File: src/dcf_pkg.sv
// Function
// - Full init clears both pointers and the output register.
// - Full init captures every static option from the strap inputs.
// - Pointer-only init clears both pointers and the output register.
// - Pointer-only init keeps timing mode, load method and flag offsets.
// - Reread request resets the read pointer; write pointer and offsets are kept.
// - Reread drives empty indicator low, or output valid high in show mode.
// - Shared pin picks read timing in full init, later is serial input.
// - Both port widths come from match, write and read width selects.
// - Byte order strap low means big-endian, high means little-endian.
// - Reread latency strap low means zero latency, high means normal.
// - Flag timing strap low means asynchronous, high means synchronous.
// - Parity strap low means non-interspersed, high means interspersed.
// - Two picks plus offset access choose one of eight preset offsets.
// - Enabled write stores data in the FIFO, or in offsets when loading.
// - Width table: 72/72, narrow write to 72 read, 72 write to narrow read.
// - Interspersed parity skips bit 8; otherwise bits 16 and 17 ignored.
// - Zero-latency reread shows the first word on the requesting edge.
// - Synchronous flags: near-empty moves on reads, near-full on writes.
package dcf_pkg;
	localparam int DATA_W  = 72;
	localparam int DEPTH   = 16;
	localparam int ADDR_W  = 4;
	localparam int OFF_W   = 16;
	localparam int SUB36_W = 36;
	localparam int SUB18_W = 18;
	localparam int PAR_BIT = 8;
	localparam int IGN_BIT = 16;
	localparam logic [ADDR_W:0] FULL_CNT = 5'h10;
	localparam logic [ADDR_W:0] PTR_ONE  = 5'h01;
	localparam logic [1:0]      PART_ONE = 2'h1;

	typedef enum logic [1:0] {DCF_W72, DCF_W36, DCF_W18} dcf_width_t;

	typedef struct packed {
		dcf_width_t wr_w;
		dcf_width_t rd_w;
	} dcf_ports_t;

	typedef struct packed {
		logic       first_word_show_mode;
		logic       serial_method;
		dcf_width_t wr_w;
		dcf_width_t rd_w;
		logic       big_endian;
		logic       zero_lat;
		logic       sync_flags;
		logic       interspersed;
	} dcf_opt_t;

	localparam dcf_opt_t OPT_RST = '0;

	typedef struct packed {
		logic [ADDR_W:0]   wr_ptr;
		logic [ADDR_W:0]   rd_ptr;
		logic [1:0]        wr_part;
		logic [1:0]        rd_part;
		logic [DATA_W-1:0] wr_buf;
		logic [DATA_W-1:0] dout;
		logic              out_valid;
		logic              empty_n;
		logic              full_n;
		logic              near_empty_n;
		logic              near_full_n;
		logic [OFF_W-1:0]  off_empty;
		logic [OFF_W-1:0]  off_full;
		logic              off_hi;
	} dcf_state_t;

	localparam dcf_state_t STATE_RST = '{full_n: 1'b1, near_full_n: 1'b1,
		default: '0};

	function automatic dcf_ports_t dcf_port_widths(logic match, logic wsel,
		logic rsel);
		dcf_ports_t p;
		p.wr_w = DCF_W72;
		p.rd_w = DCF_W72;
		if (match) begin
			if (wsel)
				p.wr_w = rsel ? DCF_W18 : DCF_W36;
			else
				p.rd_w = rsel ? DCF_W18 : DCF_W36;
		end
		return p;
	endfunction

	function automatic logic [1:0] dcf_last_part(dcf_width_t w);
		case (w)
			DCF_W36: return 2'h1;
			DCF_W18: return 2'h3;
			default: return 2'h0;
		endcase
	endfunction

	// Big-endian puts the first sub-word in the top slot
	function automatic logic [1:0] dcf_slot(logic [1:0] part, dcf_width_t w,
		logic big);
		logic [1:0] r;
		r = big ? dcf_last_part(w) - part : part;
		return r;
	endfunction

	function automatic logic [DATA_W-1:0] dcf_get_slot(
		logic [DATA_W-1:0] word, dcf_width_t w, logic [1:0] slot);
		logic [DATA_W-1:0] r;
		r = '0;
		case (w)
			DCF_W36: r[SUB36_W-1:0] = word[slot[0]*SUB36_W +: SUB36_W];
			DCF_W18: r[SUB18_W-1:0] = word[slot*SUB18_W +: SUB18_W];
			default: r = word;
		endcase
		return r;
	endfunction

	function automatic logic [DATA_W-1:0] dcf_put_slot(
		logic [DATA_W-1:0] word, dcf_width_t w, logic [1:0] slot,
		logic [DATA_W-1:0] d);
		logic [DATA_W-1:0] r;
		r = word;
		case (w)
			DCF_W36: r[slot[0]*SUB36_W +: SUB36_W] = d[SUB36_W-1:0];
			DCF_W18: r[slot*SUB18_W +: SUB18_W] = d[SUB18_W-1:0];
			default: r = d;
		endcase
		return r;
	endfunction

	function automatic logic [OFF_W-1:0] dcf_preset(logic [2:0] idx);
		case (idx)
			3'h0: return 16'h0007;
			3'h1: return 16'h0001;
			3'h2: return 16'h0003;
			3'h3: return 16'h0005;
			3'h4: return 16'h0002;
			3'h5: return 16'h0004;
			3'h6: return 16'h0006;
			default: return 16'h0008;
		endcase
	endfunction
endpackage

File: src/dcf_ctrl.sv
`timescale 1ns/100ps
module dcf_ctrl (
	// Clock and reset
	input  wire logic                        core_clk_i,
	input  wire logic                        reset_n_i,
	// Initialization
	input  wire logic                        full_init_n_i,
	input  wire logic                        pointer_only_init_n_i,
	// Straps, sampled during full init
	input  wire logic                        first_word_show_or_serial_in_i,
	input  wire logic                        width_match_en_i,
	input  wire logic                        write_width_sel_i,
	input  wire logic                        read_width_sel_i,
	input  wire logic                        byte_order_sel_n_i,
	input  wire logic                        reread_latency_sel_i,
	input  wire logic                        threshold_flag_timing_sel_i,
	input  wire logic                        parity_position_sel_i,
	input  wire logic                        default_limit_pick0_i,
	input  wire logic                        default_limit_pick1_i,
	input  wire logic                        offset_access_n_i,
	// Write side
	input  wire logic                        write_en_n_i,
	input  wire logic [dcf_pkg::DATA_W-1:0]  write_data_i,
	input  wire logic                        serial_load_n_i,
	// Read side
	input  wire logic                        read_en_n_i,
	input  wire logic                        reread_request_n_i,
	// Outputs
	output logic      [dcf_pkg::DATA_W-1:0]  read_data_o,
	output logic                             empty_indicator_n_o,
	output logic                             out_valid_o,
	output logic                             full_flag_n_o,
	output logic                             near_empty_flag_n_o,
	output logic                             near_full_flag_n_o
);
	dcf_pkg::dcf_opt_t   opt;
	dcf_pkg::dcf_state_t st;
	dcf_pkg::dcf_state_t next_st;

	logic [dcf_pkg::DATA_W-1:0] mem [dcf_pkg::DEPTH];
	logic                       mem_we;
	logic [dcf_pkg::ADDR_W-1:0] mem_addr;
	logic [dcf_pkg::DATA_W-1:0] mem_wdata;

	logic                       init_any;
	logic [dcf_pkg::ADDR_W:0]   cnt;
	logic [dcf_pkg::ADDR_W:0]   ncnt;
	logic [dcf_pkg::ADDR_W:0]   rd_ptr_v;
	logic [1:0]                 rd_part_v;
	logic [1:0]                 wslot;
	logic [dcf_pkg::DATA_W-1:0] word;
	logic [dcf_pkg::OFF_W-1:0]  off_val;
	logic [2*dcf_pkg::OFF_W-1:0] off_shift;
	logic [dcf_pkg::OFF_W-1:0]  cnt_ext;
	logic [dcf_pkg::OFF_W-1:0]  free_ext;
	logic                       load;
	logic                       wr_go;
	logic                       rd_event;

	dcf_opt_latch u_opt (
		.core_clk_i                     (core_clk_i),
		.reset_n_i                      (reset_n_i),
		.full_init_n_i                  (full_init_n_i),
		.first_word_show_or_serial_in_i (first_word_show_or_serial_in_i),
		.offset_access_n_i              (offset_access_n_i),
		.width_match_en_i               (width_match_en_i),
		.write_width_sel_i              (write_width_sel_i),
		.read_width_sel_i               (read_width_sel_i),
		.byte_order_sel_n_i             (byte_order_sel_n_i),
		.reread_latency_sel_i           (reread_latency_sel_i),
		.threshold_flag_timing_sel_i    (threshold_flag_timing_sel_i),
		.parity_position_sel_i          (parity_position_sel_i),
		.opt_o                          (opt)
	);

	assign init_any = !full_init_n_i || !pointer_only_init_n_i;

	always_comb begin
		next_st   = st;
		mem_we    = 1'b0;
		mem_addr  = st.wr_ptr[dcf_pkg::ADDR_W-1:0];
		mem_wdata = '0;
		cnt       = st.wr_ptr - st.rd_ptr;
		ncnt      = cnt;
		rd_ptr_v  = st.rd_ptr;
		rd_part_v = st.rd_part;
		wslot     = dcf_pkg::dcf_slot(st.wr_part, opt.wr_w, opt.big_endian);
		word      = dcf_pkg::dcf_put_slot(st.wr_buf, opt.wr_w, wslot,
			write_data_i);
		off_val   = opt.interspersed ?
			{write_data_i[dcf_pkg::IGN_BIT:dcf_pkg::PAR_BIT+1],
			write_data_i[dcf_pkg::PAR_BIT-1:0]} :
			write_data_i[dcf_pkg::IGN_BIT-1:0];
		off_shift = {st.off_full[dcf_pkg::OFF_W-2:0], st.off_empty,
			first_word_show_or_serial_in_i};
		cnt_ext   = '0;
		free_ext  = '0;
		load      = 1'b0;
		wr_go     = 1'b0;
		rd_event  = !read_en_n_i || !reread_request_n_i;
		if (init_any) begin
			// Both inits clear the data path the same way
			next_st = dcf_pkg::STATE_RST;
			next_st.off_empty = st.off_empty;
			next_st.off_full  = st.off_full;
			if (!full_init_n_i) begin
				next_st.off_empty = dcf_pkg::dcf_preset({offset_access_n_i,
					default_limit_pick1_i, default_limit_pick0_i});
				next_st.off_full  = next_st.off_empty;
			end
		end else begin
			if (!offset_access_n_i) begin
				// Offset loading steals the write strobe from the FIFO
				if (!write_en_n_i && !opt.serial_method) begin
					if (st.off_hi)
						next_st.off_full = off_val;
					else
						next_st.off_empty = off_val;
					next_st.off_hi = !st.off_hi;
				end else if (!serial_load_n_i && opt.serial_method) begin
					next_st.off_full  = off_shift[2*dcf_pkg::OFF_W-1:
						dcf_pkg::OFF_W];
					next_st.off_empty = off_shift[dcf_pkg::OFF_W-1:0];
				end
			end else if (!write_en_n_i && cnt != dcf_pkg::FULL_CNT) begin
				wr_go = 1'b1;
				if (st.wr_part == dcf_pkg::dcf_last_part(opt.wr_w)) begin
					mem_we          = 1'b1;
					mem_wdata       = word;
					next_st.wr_ptr  = st.wr_ptr + dcf_pkg::PTR_ONE;
					next_st.wr_part = '0;
					next_st.wr_buf  = '0;
				end else begin
					next_st.wr_buf  = word;
					next_st.wr_part = st.wr_part + dcf_pkg::PART_ONE;
				end
			end
			if (!reread_request_n_i) begin
				rd_ptr_v  = '0;
				rd_part_v = '0;
				// Zero latency or show mode fetch location zero now
				load = opt.first_word_show_mode || opt.zero_lat;
			end else if (opt.first_word_show_mode) begin
				load = cnt != '0 && (!st.out_valid || !read_en_n_i);
				if (st.out_valid && !read_en_n_i && cnt == '0)
					next_st.out_valid = 1'b0;
			end else begin
				load = !read_en_n_i && cnt != '0;
			end
			if (load) begin
				next_st.dout = dcf_pkg::dcf_get_slot(
					mem[rd_ptr_v[dcf_pkg::ADDR_W-1:0]], opt.rd_w,
					dcf_pkg::dcf_slot(rd_part_v, opt.rd_w, opt.big_endian));
				next_st.out_valid = 1'b1;
				if (rd_part_v == dcf_pkg::dcf_last_part(opt.rd_w)) begin
					rd_ptr_v  = rd_ptr_v + dcf_pkg::PTR_ONE;
					rd_part_v = '0;
				end else begin
					rd_part_v = rd_part_v + dcf_pkg::PART_ONE;
				end
			end
			next_st.rd_ptr  = rd_ptr_v;
			next_st.rd_part = rd_part_v;
			ncnt     = next_st.wr_ptr - next_st.rd_ptr;
			cnt_ext  = {{(dcf_pkg::OFF_W-dcf_pkg::ADDR_W-1){1'b0}}, ncnt};
			free_ext = {{(dcf_pkg::OFF_W-dcf_pkg::ADDR_W-1){1'b0}},
				dcf_pkg::FULL_CNT - ncnt};
			next_st.empty_n = reread_request_n_i && ncnt != '0;
			next_st.full_n  = ncnt != dcf_pkg::FULL_CNT;
			if (!opt.sync_flags || rd_event)
				next_st.near_empty_n = !(cnt_ext < next_st.off_empty);
			if (!opt.sync_flags || wr_go)
				next_st.near_full_n = free_ext > next_st.off_full;
		end
	end

	always_ff @(posedge core_clk_i or negedge reset_n_i) begin
		if (!reset_n_i)
			st <= dcf_pkg::STATE_RST;
		else
			st <= next_st;
	end

	// Storage has no reset; contents are undefined until written
	always_ff @(posedge core_clk_i) begin
		if (mem_we)
			mem[mem_addr] <= mem_wdata;
	end

	assign read_data_o         = st.dout;
	assign empty_indicator_n_o = st.empty_n;
	assign out_valid_o         = st.out_valid;
	assign full_flag_n_o       = st.full_n;
	assign near_empty_flag_n_o = st.near_empty_n;
	assign near_full_flag_n_o  = st.near_full_n;
endmodule

File: src/dcf_opt_latch.sv
`timescale 1ns/100ps
module dcf_opt_latch (
	// Clock and reset
	input  wire logic          core_clk_i,
	input  wire logic          reset_n_i,
	// Capture window
	input  wire logic          full_init_n_i,
	// Straps
	input  wire logic          first_word_show_or_serial_in_i,
	input  wire logic          offset_access_n_i,
	input  wire logic          width_match_en_i,
	input  wire logic          write_width_sel_i,
	input  wire logic          read_width_sel_i,
	input  wire logic          byte_order_sel_n_i,
	input  wire logic          reread_latency_sel_i,
	input  wire logic          threshold_flag_timing_sel_i,
	input  wire logic          parity_position_sel_i,
	// Captured options
	output dcf_pkg::dcf_opt_t  opt_o
);
	dcf_pkg::dcf_opt_t   opt;
	dcf_pkg::dcf_opt_t   next_opt;
	dcf_pkg::dcf_ports_t ports;

	always_comb begin
		next_opt = opt;
		ports = dcf_pkg::dcf_port_widths(width_match_en_i,
			write_width_sel_i, read_width_sel_i);
		if (!full_init_n_i) begin
			next_opt.first_word_show_mode          = first_word_show_or_serial_in_i;
			next_opt.serial_method = offset_access_n_i;
			next_opt.wr_w          = ports.wr_w;
			next_opt.rd_w          = ports.rd_w;
			next_opt.big_endian    = !byte_order_sel_n_i;
			next_opt.zero_lat      = !reread_latency_sel_i;
			next_opt.sync_flags    = threshold_flag_timing_sel_i;
			next_opt.interspersed  = parity_position_sel_i;
		end
	end

	always_ff @(posedge core_clk_i or negedge reset_n_i) begin
		if (!reset_n_i)
			opt <= dcf_pkg::OPT_RST;
		else
			opt <= next_opt;
	end

	assign opt_o = opt;
endmodule

File: config.mk
export PLATFORM = sky130hd
export DESIGN_NAME = dcf_ctrl
export DESIGN_NICKNAME = d
export VERILOG_FILES = /design/src/dcf_pkg.sv /design/src/dcf_ctrl.sv /design/src/dcf_opt_latch.sv
export SDC_FILE = /design/constraint.sdc
export NUM_CORES = 2
export LEC_CHECK = 0
export ABC_AREA = 0
export BUFFER_PORTS_ARGS = -buffer_cell sky130_fd_sc_hd__buf_2
export CAP_MARGIN = 30
export CORE_MARGIN = 2
export CORE_UTILIZATION = 56
export DETAILED_ROUTE_END_ITERATION = 8
export PLACE_DENSITY = 0.76
export SLEW_MARGIN = 20
export SYNTH_ARGS = -nofsm -noshare
export SYNTH_HDL_FRONTEND = slang
export SYNTH_SLANG_ARGS = --single-unit
File: constraint.sdc
create_clock -name core_clk_i -period 9.73 [get_ports core_clk_i]
set_input_delay 0.4865 -clock core_clk_i [delete_from_list [all_inputs] [get_ports core_clk_i]]
set_output_delay 0.4865 -clock core_clk_i [all_outputs]
set_load 0.02 [all_outputs]
==> results.sh <==
export IMPL_worstPathRequired_ns=10.15
export IMPL_synth_edf_count=1152
export IMPL_seqCellArea_sq_um=39800
export IMPL_design_core_area_sq_um=105000
export IMPL_crit_path_start_kind="flop"
export IMPL_vias_per_cell=6.87
export IMPL_dp_cells=5606
export IMPL_crit_path_top_delay_cell="inv_2"
export IMPL_drt_first_pass_iters=8
export IMPL_yosys_warnings=0
export IMPL_slew_headroom=0.164
export IMPL_reg2reg_setup_slack_ns=3.48
export IMPL_synth_nets=4466
export IMPL_dieArea_sq_um=109000
export IMPL_ys_seq_elements=1358
export IMPL_setup_viol=0
export IMPL_hpwl_microns=104000
export IMPL_num_fill_cells=7508
export IMPL_cp_common_cell="ha_1"
export IMPL_grt_setup_unrepaired="false"
export IMPL_grt_max_degree=145
export IMPL_cts_buffer_depth=3
export IMPL_initial_utilization=0.564
export IMPL_clkTransAtPathRegs_ns=0.06
export IMPL_wl_per_cell_microns=30.1
export IMPL_min_to="u_opt.opt_o[9]"
export IMPL_root_buffer="clkbuf_16"
export IMPL_arrival_ns=6.67
export IMPL_place_congestion=0.910
export IMPL_postSynthCellCount=4339
export IMPL_routed_wl_microns=178000
export IMPL_maxCapViolations=0
export IMPL_crit_family="adder cells"
export IMPL_reg2reg_to="mem[15][59]"
export IMPL_critPathMaxStageDelay_ns=0.85
export IMPL_cts_buffers=138
export IMPL_syn_area_per_cell_sq_um=13.7
export IMPL_final_cells=5900
export IMPL_report_final_slew_viol_count=0
export IMPL_timing_fmax_mhz=160
export IMPL_hold_depth=2
export IMPL_port_buffers=167
export IMPL_grt_pass1_vias=38600
export IMPL_worstRegToRegCells=13
export IMPL_path_cells="inv_1 > ha_4 > ha_1 > mux2_2 > inv_2 > buf_4 > ha_1 > and3_1 > nand2_1 > o21ai_0 > a221oi_1 > a21oi_1 > nor2b_1"
export IMPL_regToRegStartpoint="u_opt.opt_o[6]"
export IMPL_antenna_found_initial=6
export IMPL_row_count=119
export IMPL_hold_path_class="input port to flop"
export IMPL_post_route_min_period_ns=6.25
export IMPL_num_vias=40500
export IMPL_async_flop_share=0.152
export IMPL_cts_tree="built"
export IMPL_finalClockSkew_ns=0.0388
export IMPL_drive_gt1_frac=0.149
export IMPL_drt_iter0_markers=6638
export IMPL_post_route_period_util=0.642
export IMPL_postPlaceCellArea_sq_um=61300
export IMPL_path_class="flop to flop"
export IMPL_syn_cell_area_sq_um=59400
export IMPL_cp_depth=13
export IMPL_finalInstanceArea_sq_um=66300
export IMPL_holdCritStartpoint="first_word_show_or_serial_in_i"
export IMPL_powerDensity_nw_per_um2=193
export IMPL_die_height_microns=330
export IMPL_htree_num_levels=4
export IMPL_path_buf_inv=3
export IMPL_ir_drop_mv=0.201
export IMPL_diodes=0
export IMPL_leakage_nw=21.9
export IMPL_multi_input_comb_area_sq_um=17500
export IMPL_outcome="complete, no violations"
export IMPL_worst_pin_slew_ns=1.25
export IMPL_ios=168
export IMPL_clock_latency_ns=0.75
export IMPL_areaGrowthSynthToFinish_pct=11.6
export IMPL_crit_fanout=51
export IMPL_cts_sinks=1358
export IMPL_hold_ws_ns=0.0336
export IMPL_ys_seq_area_frac=0.669
export IMPL_mostFrequentLayoutCells="edfxtp_1 (1152), mux2i_1 (333), o21ai_0 (276), nand2_1 (227), nor2_1 (214)"
export IMPL_drc=0
export IMPL_yosysUniqueCellTypes=73
export IMPL_grt_pass1_wl_microns=258000
export IMPL_grt_overflow=0
export IMPL_hold_viol=0
export IMPL_end_kind="flop"
export IMPL_final_common_cell="edfxtp_1"
export IMPL_post_cts_buffers=0
export IMPL_grt_usage=0.324
export IMPL_final_antenna_net_count=0
export IMPL_ys_flop_type="edfxtp_1"
export IMPL_die_x_microns=330
export IMPL_final_net_count=4529
export IMPL_total_power_mw=12.8
[logic make-up after synthesis]
kind of cell | Yosys count | synth area share
mux | 415 | 0.0796
flops | 1358 | 0.669
xor+xnor | 26 | 0.00421
simple gates | 695 | 0.0525
buf+inv | 531 | 0.0398
compound gates | 1276 | 0.147
fa+ha+maj | 38 | 0.00807
[layout make-up]
| cell class | count | area share |
|---|---|---|
| clock buffers | 176 | 0.0561 |
| clock inverters | 71 | 0.0119 |
| inverters | 116 | 0.00665 |
| multi-input cells | 2450 | 0.265 |
| flip-flops and latches | 1358 | 0.600 |
| well taps | 1391 | 0.0263 |
| repair buffers | 338 | 0.0346 |
[sequential cells by signal, summed over array words and instances (netlist names)]
signal	count
mem	1152
st	84
read_data_o	72
off_shift	31
u_opt.opt_o	10
mem_addr	4
empty_indicator_n_o	1
full_flag_n_o	1
near_empty_flag_n_o	1
near_full_flag_n_o	1
out_valid_o	1
[metrics by stage]
stage | setup slack [ns] | utilization | TNS, ns
3_3_place_gp | 3.75 | 0.581 | 0
5_1_grt | 3.13 | 0.630 | 0
3_5_place_dp | 3.64 | 0.582 | 0
6_report | 3.48 | 0.630 | 0
4_1_cts | 3.63 | 0.626 | 0
2_1_floorplan | -0.464 | - | -133.46
[routing by layer]
layer,vias to the layer above,GRT usage,share of wire
met5,-,0,0.00057
met4,8,0.136,0.043
li1,17000,-,-
met3,469,0.0755,0.13
met2,3145,0.491,0.45
met1,19900,0.453,0.37
[synth_stat cells (36+ instances only)]
cell	count	share of area
edfxtp_1	1152	0.58
mux2i_1	334	0.056
o21ai_0	277	0.023
clkbuf_1	238	0.015
nand2_1	232	0.015
nor2_1	224	0.014
dfrtp_1	204	0.086
a21oi_1	197	0.017
o22ai_1	156	0.016
a211oi_1	130	0.016
inv_1	113	0.0071
a22o_1	105	0.015
buf_4	78	0.0099
nor2b_1	78	0.0082
a22oi_1	64	0.0081
buf_2	61	0.0051
o221ai_1	60	0.0088
a221oi_1	57	0.0084
nor3_1	54	0.0045
a31oi_1	46	0.0048
a221o_1	45	0.0076
mux4_2	42	0.016
mux2_2	39	0.0074
buf_1	38	0.0024
o211ai_1	36	0.0045
[worst max path at each step]
stage                         from     endpoint  slack, ns
floorplan                  st[188]    mem[1][0]      -0.46
global placement    u_opt.opt_o[6]  mem[12][59]       3.75
detailed placement  u_opt.opt_o[6]  mem[12][59]       3.64
CTS                 u_opt.opt_o[6]   mem[4][59]       3.63
global route        u_opt.opt_o[6]   mem[4][59]       3.13
finish              u_opt.opt_o[6]  mem[15][59]       3.48
[where the power goes]
part / internal (mW) / switching [mW]
combinational: 0.379 / 0.780
clock: 3.05 / 2.24
sequential: 6.32 / 0.0427
[what timing repair did]
| item | in CTS | in global routing |
|---|---|---|
| resized for setup | 0 | 0 |
| endpoints found under the hold margin | 79 | 0 |
| hold buffers | 5 | 0 |
[worst reg2reg max path: stages, from the launching register on]
cell and delay (ns):
dfrtp_1 0.38, inv_1 0.08, ha_4 0.48, ha_1 0.32, mux2_2 0.61, inv_2 0.89, buf_4 0.47, ha_1 0.65
and3_1 0.49, nand2_1 0.08, o21ai_0 0.09, a221oi_1 0.10, a21oi_1 0.50, nor2b_1 0.78
No activity file was read; power rests on OpenSTA's default activity.
